## config.mk

```make
export PLATFORM = sky130hd
export DESIGN_NAME = ocr_regs
export DESIGN_NICKNAME = d
export VERILOG_FILES = /design/src/ocr_pkg.sv /design/src/ocr_regs.sv /design/src/ocr_sync3.sv
export SDC_FILE = /design/constraint.sdc
export NUM_CORES = 1
export LEC_CHECK = 0
export BUFFER_PORTS_ARGS = -buffer_cell sky130_fd_sc_hd__buf_2
export CELL_PAD_IN_SITES_DETAIL_PLACEMENT = 0
export CELL_PAD_IN_SITES_GLOBAL_PLACEMENT = 2
export CORE_MARGIN = 4
export CORE_UTILIZATION = 41
export DETAILED_ROUTE_END_ITERATION = 12
export HOLD_SLACK_MARGIN = 0.03
export PLACE_DENSITY = 0.89
export SYNTH_ARGS = -nofsm -noshare
export SYNTH_HDL_FRONTEND = slang
export SYNTH_SLANG_ARGS = --single-unit
```

## constraint.sdc

```tcl
create_clock -name clk -period 8.1 [get_ports clk]
set_input_delay 0.405 -clock clk [delete_from_list [all_inputs] [get_ports clk]]
set_output_delay 0.405 -clock clk [all_outputs]
set_load 0.01 [all_outputs]
```

## src/ocr_pkg.sv

```systemverilog
package ocr_pkg;

	// ************************************************
	// Register addresses
	// ************************************************
	localparam logic [7:0] OCR_EXT_CTRL_ADDR = 8'hB1;
	localparam logic [7:0] OCR_INT_CTRL_ADDR = 8'hB2;
	localparam logic [7:0] OCR_INT_CAL_ADDR = 8'hB3;

	// ************************************************
	// Field positions and reset values
	// ************************************************
	localparam int OCR_INT_EN_BIT = 7;
	localparam int OCR_INT_RDY_BIT = 6;
	localparam logic [5:0] OCR_INT_RSVD_VAL = 6'h0F;
	localparam int OCR_SSE_BIT = 7;
	localparam int OCR_EXT_VLD_BIT = 7;
	localparam int OCR_EXT_MODE_LSB = 4;
	localparam int OCR_EXT_BIAS_LSB = 0;
	localparam logic OCR_INT_EN_RST = 1'b0;
	localparam logic OCR_SSE_RST = 1'b0;
	localparam logic [2:0] OCR_EXT_MODE_RST = 3'h0;
	localparam logic [2:0] OCR_EXT_BIAS_RST = 3'h0;

	// ************************************************
	// External oscillator modes
	// ************************************************
	localparam logic [2:0] OCR_XMODE_OFF0 = 3'h0;
	localparam logic [2:0] OCR_XMODE_OFF1 = 3'h1;
	localparam logic [2:0] OCR_XMODE_CMOS = 3'h2;
	localparam logic [2:0] OCR_XMODE_CMOS_DIV2 = 3'h3;
	localparam logic [2:0] OCR_XMODE_RC = 3'h4;
	localparam logic [2:0] OCR_XMODE_CAP = 3'h5;
	localparam logic [2:0] OCR_XMODE_XTAL_DIV2 = 3'h6;

	// ************************************************
	// Timing and frequency
	// ************************************************
	localparam int OCR_CLK_PERIOD_PS = 5000;
	localparam int OCR_INT_SETTLE_NS = 1000;
	localparam int OCR_INT_SETTLE_CYC =
		(OCR_INT_SETTLE_NS * 1000 + OCR_CLK_PERIOD_PS - 1) / OCR_CLK_PERIOD_PS;
	localparam int OCR_DITHER_DIV_CYC = 16;
	localparam int OCR_NOM_FREQ_KHZ = 24500;
	localparam int OCR_TRIM_STEP_KHZ = OCR_NOM_FREQ_KHZ / 100;

	// ************************************************
	// Oscillator configuration carrier
	// ************************************************
	typedef struct packed {
		logic int_osc_enable;
		logic spread_spectrum_enable;
		logic [6:0] int_osc_trim;
		logic [2:0] ext_osc_mode_select;
		logic [2:0] ext_osc_bias_control;
	} ocr_osc_cfg_t;

endpackage : ocr_pkg

```

## src/ocr_regs.sv

```systemverilog
`timescale 1ns/1ps
// Function
// - Enable bit 7 runs internal oscillator
// - Bit 6 ready flag, read only
// - Low six bits read 001111b, writes ignored
// - Calibration bit 7 enables spread spectrum
// - Seven-bit trim loaded from factory value
// - Higher trim gives lower frequency
// - One trim count moves about 1%
// - External bit 7 is read-only valid flag
// - Valid flag reads 0 in CMOS modes
// - Modes 00x off, 010 CMOS, 011 CMOS/2
// - Modes 100 RC, 101 C, 110 crystal/2
// - External bit 3 reads 0, writes ignored
// - Bits 2:0 set external bias current
module ocr_regs #(
	parameter int SETTLE_CYC = ocr_pkg::OCR_INT_SETTLE_CYC,
	parameter int DITHER_DIV = ocr_pkg::OCR_DITHER_DIV_CYC
) (
	input wire logic clk,
	input wire logic rst,
	input wire logic [7:0] sfr_addr,
	input wire logic [7:0] sfr_wdata,
	input wire logic sfr_wr,
	input wire logic sfr_rd,
	output logic [7:0] sfr_rdata,
	input wire logic [6:0] factory_trim,
	input wire logic ext_osc_stable,
	output ocr_pkg::ocr_osc_cfg_t osc_cfg,
	output logic int_osc_ready_flag,
	output logic ext_osc_valid_flag,
	output logic [3:0] dither_offset,
	output logic [15:0] int_osc_freq_khz
);

	// ************************************************
	// Helpers
	// ************************************************
	function automatic logic [15:0] trim_to_khz(input logic [6:0] trim, input logic [6:0] cal);
		int f;
		f = ocr_pkg::OCR_NOM_FREQ_KHZ + ocr_pkg::OCR_TRIM_STEP_KHZ * (int'(cal) - int'(trim));
		if (f < 0) begin
			f = 0;
		end
		return 16'(f);
	endfunction : trim_to_khz

	function automatic logic ext_mode_self_osc(input logic [2:0] m);
		return (m == ocr_pkg::OCR_XMODE_RC) || (m == ocr_pkg::OCR_XMODE_CAP) ||
			(m == ocr_pkg::OCR_XMODE_XTAL_DIV2);
	endfunction : ext_mode_self_osc

	// ************************************************
	// State
	// ************************************************
	logic int_en_q;
	logic sse_q;
	logic [6:0] trim_q;
	logic [6:0] cal_q;
	logic trim_loaded_q;
	logic [2:0] xmode_q;
	logic [2:0] xbias_q;
	logic [$clog2(SETTLE_CYC + 1) - 1:0] settle_q;
	logic [$clog2(DITHER_DIV) - 1:0] div_q;
	logic [7:0] lfsr_q;
	logic ext_stable_s;

	// ************************************************
	// Decode
	// ************************************************
	wire wr_int = sfr_wr && (sfr_addr == ocr_pkg::OCR_INT_CTRL_ADDR);
	wire wr_cal = sfr_wr && (sfr_addr == ocr_pkg::OCR_INT_CAL_ADDR);
	wire wr_ext = sfr_wr && (sfr_addr == ocr_pkg::OCR_EXT_CTRL_ADDR);
	wire settled = (settle_q == ($bits(settle_q))'(SETTLE_CYC));
	wire rdy_d = int_en_q && settled;
	wire xmode_self = ext_mode_self_osc(xmode_q);
	wire xvld_d = xmode_self && ext_stable_s;
	wire dither_tick = (div_q == ($bits(div_q))'(DITHER_DIV - 1));
	wire [7:0] int_rd = {int_en_q, rdy_d, ocr_pkg::OCR_INT_RSVD_VAL};
	wire [7:0] cal_rd = {sse_q, trim_q};
	wire [7:0] ext_rd = {xvld_d, xmode_q, 1'b0, xbias_q};
	wire [7:0] rd_mux = (sfr_addr == ocr_pkg::OCR_INT_CTRL_ADDR) ? int_rd :
		(sfr_addr == ocr_pkg::OCR_INT_CAL_ADDR) ? cal_rd :
		(sfr_addr == ocr_pkg::OCR_EXT_CTRL_ADDR) ? ext_rd : 8'h00;

	ocr_sync3 u_ext_sync (
		.clk(clk),
		.rst(rst),
		.d(ext_osc_stable),
		.q(ext_stable_s)
	);

	// ************************************************
	// Internal oscillator control
	// ************************************************
	always_ff @(posedge clk or posedge rst) begin
		if (rst) begin
			int_en_q <= ocr_pkg::OCR_INT_EN_RST;
			sse_q <= ocr_pkg::OCR_SSE_RST;
		end else begin
			if (wr_int) begin
				int_en_q <= sfr_wdata[ocr_pkg::OCR_INT_EN_BIT];
			end
			if (wr_cal) begin
				sse_q <= sfr_wdata[ocr_pkg::OCR_SSE_BIT];
			end
		end
	end

	// Trim capture after reset release
	always_ff @(posedge clk or posedge rst) begin
		if (rst) begin
			trim_q <= 7'h00;
			cal_q <= 7'h00;
			trim_loaded_q <= 1'b0;
		end else if (!trim_loaded_q) begin
			trim_q <= factory_trim;
			cal_q <= factory_trim;
			trim_loaded_q <= 1'b1;
		end else if (wr_cal) begin
			trim_q <= sfr_wdata[6:0];
		end
	end

	// Settling counter
	always_ff @(posedge clk or posedge rst) begin
		if (rst) begin
			settle_q <= '0;
		end else if (!int_en_q || (wr_cal && trim_loaded_q)) begin
			settle_q <= '0;
		end else if (!settled) begin
			settle_q <= settle_q + 1'b1;
		end
	end

	// ************************************************
	// Spread spectrum dither
	// ************************************************
	always_ff @(posedge clk or posedge rst) begin
		if (rst) begin
			div_q <= '0;
			lfsr_q <= 8'h01;
		end else begin
			div_q <= dither_tick ? '0 : div_q + 1'b1;
			if (dither_tick && sse_q && int_en_q) begin
				lfsr_q <= {lfsr_q[6:0], lfsr_q[7] ^ lfsr_q[5] ^ lfsr_q[4] ^ lfsr_q[3]};
			end
		end
	end

	// ************************************************
	// External oscillator control
	// ************************************************
	always_ff @(posedge clk or posedge rst) begin
		if (rst) begin
			xmode_q <= ocr_pkg::OCR_EXT_MODE_RST;
			xbias_q <= ocr_pkg::OCR_EXT_BIAS_RST;
		end else if (wr_ext) begin
			xmode_q <= sfr_wdata[ocr_pkg::OCR_EXT_MODE_LSB +: 3];
			xbias_q <= sfr_wdata[ocr_pkg::OCR_EXT_BIAS_LSB +: 3];
		end
	end

	// ************************************************
	// Registered outputs
	// ************************************************
	always_ff @(posedge clk or posedge rst) begin
		if (rst) begin
			sfr_rdata <= 8'h00;
			osc_cfg <= '0;
			int_osc_ready_flag <= 1'b0;
			ext_osc_valid_flag <= 1'b0;
			dither_offset <= 4'h0;
			int_osc_freq_khz <= 16'h0000;
		end else begin
			if (sfr_rd) begin
				sfr_rdata <= rd_mux;
			end
			osc_cfg.int_osc_enable <= int_en_q;
			osc_cfg.spread_spectrum_enable <= sse_q;
			osc_cfg.int_osc_trim <= trim_q;
			osc_cfg.ext_osc_mode_select <= xmode_q;
			osc_cfg.ext_osc_bias_control <= xbias_q;
			int_osc_ready_flag <= rdy_d;
			ext_osc_valid_flag <= xvld_d;
			dither_offset <= (sse_q && int_en_q) ? lfsr_q[3:0] : 4'h0;
			int_osc_freq_khz <= int_en_q ? trim_to_khz(trim_q, cal_q) : 16'h0000;
		end
	end

endmodule : ocr_regs

```

## src/ocr_sync3.sv

```systemverilog
`timescale 1ns/1ps
module ocr_sync3 (
	input wire logic clk,
	input wire logic rst,
	input wire logic d,
	output logic q
);

	logic s1_q;
	logic s2_q;
	logic s3_q;

	// ************************************************
	// Three stages, accept when last two agree
	// ************************************************
	always_ff @(posedge clk or posedge rst) begin
		if (rst) begin
			s1_q <= 1'b0;
			s2_q <= 1'b0;
			s3_q <= 1'b0;
			q <= 1'b0;
		end else begin
			s1_q <= d;
			s2_q <= s1_q;
			s3_q <= s2_q;
			if (s2_q == s3_q) begin
				q <= s3_q;
			end
		end
	end

endmodule : ocr_sync3

```

==> flow_summary.yaml <==
yosys:
  ys_async_sr_fraction_pct: 100
  synth_seq_area_share_pct: 43.4
  syn-cell-area_um2: 5300
  synth_seq_cells: 92
  yosysWarnings: 0
  synth_edf_count: 0
  synth_ff_type: "dfrtp_1"
  ys_types: 53
  synth_nets: 572
  synthCells: 466
  synth_area_per_cell_um2: 11.4
cts:
  cts_sinks: 92
  cts-resized-gates: 0
  cts_max_path_buffers: 2
  root_buffer: "clkbuf_16"
  numCtsBuffers: 9
  path_clk_slew_ns: 0.07
  cts_setup_buffers: 0
  cts_tree: "done"
  htree_levels: 3
  ctsHoldBuffers: 0
  clkLatencyLatePin_ns: 0.35
setup_path:
  critPathMaxFanout: 14
  r2r_slack_ns: 2.17
  r2r_cells: 22
  r2r_end: "int_osc_freq_khz[14]"
  cp-start-kind: "flip-flop"
  critPathRequiredTime_ns: 8.32
  crit_arrival_ns: 6.15
  worstReg2RegStart: "cal_q[0]"
  critPathKind: "reg -> reg"
  end_kind: "flip-flop"
drt:
  route.vias.total: 3585
  final_antenna_net_count: 0
  drt_drc_violations_left: 0
  routed_via_density: 4.99
  first_iter_violations: 183
  wl_per_cell_um: 14.7
  wirelength_um: 10500
  first_pass_iters: 4
floorplan:
  core_um2: 12600
  row_count: 41
  die_w_um: 122
  start_util_pct: 42.0
  die_h_um: 122
  dieArea_um2: 14800
  io_pins: 73
timing:
  fin_crit_ns: 5.93
  clock-skew-final_ns: 0.0106
  setup_viol: 0
  finalHoldViolations: 0
  fmax_ghz: 0.169
  relSlewSlack_pct: 46.9
  setup_tns_ns: 0
  slew_viol_final: 0
  tightest_slew_ns: 0.797
  fin_crit_sh_pct: 73.2
  rsz0062_at_grt: "no"
outcome:
  status: "complete, no violations"
finish:
  fin_nets: 647
  synthToLayoutAreaGrowth_pct: 15.8
  layout_common_cells: "91 x dfrtp_1, 72 x buf_2, 63 x ha_1"
  final_common_cell: "dfrtp_1"
  num_antenna_cells: 0
  drive_above_1_share_pct: 23.1
worst_hold_path:
  hold_path_class: "in -> async"
placement:
  io_buffers: 72
  routabilityCongestion: 0.820
  dp_hpwl_um: 8160
grt:
  busiest_layer: "met2"
  use_met3_pct: 4.09
  grt_pass1_wl_um: 17500
  antenna_found_initial: 0
  grt_use_total_pct: 15.0
  grt_use_met2_pct: 24.3
  grt_pass1_vias: 3612
  gr-total-overflow: 0
  grtUsageMet1_pct: 19.5
  grt_max_degree: 65
job:
  drv_cap: 0
worst max-delay path, stage by stage (launching register included):
cell and delay, ns:
dfrtp_1 0.38, inv_1 0.06, ha_1 0.16, inv_1 0.06, fa_1 0.39, a21o_1 0.19, a21oi_1 0.21, xnor2_1 0.30
inv_1 0.20, xnor2_1 0.20, ha_1 0.31, inv_1 0.04, ha_1 0.27, inv_1 0.05, fa_1 0.50, fa_1 0.49
ha_1 0.31, ha_1 0.35, o21ai_0 0.13, o21ai_0 0.23, and2_1 0.21, a41oi_2 0.36, a2111oi_0 0.39
routing by layer:
| layer | part of all wire, % | vias up |
|---|---|---|
| met1 | 45 | 1743 |
| met5 | 0 | - |
| li1 | - | 1762 |
| met4 | 1.3 | 0 |
| met2 | 49 | 73 |
| met3 | 4.9 | 7 |
cell type report:
class | count | area [µm²]
clock buffer | 10 | 229
sequential | 92 | 2300
clock inverter | 6 | 71.3
fill | 1221 | 6480
tap | 172 | 215
timing repair buffer | 73 | 368
multi-input combinational | 325 | 2810
inverter | 40 | 151
cells in the mapped netlist (6+ instances only):
cell type / n / area share (%)
nor2_1: 33 / 2.3
o21ai_0: 17 / 1.6
ha_1: 63 / 15
dfrtp_1: 91 / 43
xnor2_1: 9 / 1.5
a21oi_1: 23 / 2.2
fa_1: 15 / 5.7
nor2b_1: 10 / 1.2
nand2_1: 20 / 1.4
nand3_1: 10 / 0.94
xor2_1: 16 / 2.6
mux2_4: 6 / 1.7
inv_1: 40 / 2.8
a21o_1: 13 / 1.8
mux2i_1: 9 / 1.7
mux2_2: 22 / 4.7
and3_1: 6 / 0.71
state kept, by name, summed over array words and instances, names as in the netlist:
name and count:
int_osc_freq_khz 16, osc_cfg 15, lfsr_q 8, settle_q 8, sfr_rdata 8, cal_q 7
trim_q 7, dither_offset 4, div_q 4, xbias_q 3, xmode_q 3, ext_osc_valid_flag 1
int_en_q 1, int_osc_ready_flag 1, sse_q 1, trim_loaded_q 1, u_ext_sync.q 1, u_ext_sync.s1_q 1
u_ext_sync.s2_q 1, u_ext_sync.s3_q 1
logic make-up (layout without fill, tap and decap cells):
kind of cell / after synthesis / after routing / share of synthesized area [%]
simple gates: 98 / 98 / 9.63
other cells: 1 / 1 / 0.0707
xor+xnor: 25 / 25 / 4.13
buf+inv: 49 / 129 / 3.68
flops: 92 / 92 / 43.4
compound gates: 85 / 85 / 10.3
fa+ha+maj: 79 / 79 / 20.7
mux: 37 / 37 / 8.07
per-stage QoR:
| step | instances | worst slack, ns | util (%) | hold WS, ns | cell area [µm²] |
|---|---|---|---|---|---|
| detailed placement | 702 | 2.10 | 46.3 | 0.352 | 5840 |
| floorplan | 466 | 2.85 | - | 0.331 | 5300 |
| global placement | 702 | 2.30 | 46.3 | 0.340 | 5840 |
| CTS | 718 | 2.11 | 48.7 | 0.0579 | 6140 |
| global route | 718 | 1.64 | 48.7 | 0.0821 | 6140 |
| finish | 718 | 2.17 | 48.7 | 0.0609 | 6140 |
how the worst max path moves through the flow:
stage               startpoint                    to  slack [ns]
floorplan             cal_q[0]   int_osc_freq_khz[8]        2.85
global placement      cal_q[0]  int_osc_freq_khz[14]        2.30
detailed placement    cal_q[0]  int_osc_freq_khz[14]        2.10
CTS                   cal_q[0]  int_osc_freq_khz[14]        2.11
global route          cal_q[0]  int_osc_freq_khz[14]        1.64
finish                cal_q[0]  int_osc_freq_khz[14]        2.17
Power is not shown: default switching activity piles up to over one toggle a cycle in this logic, so the estimate is an artifact.
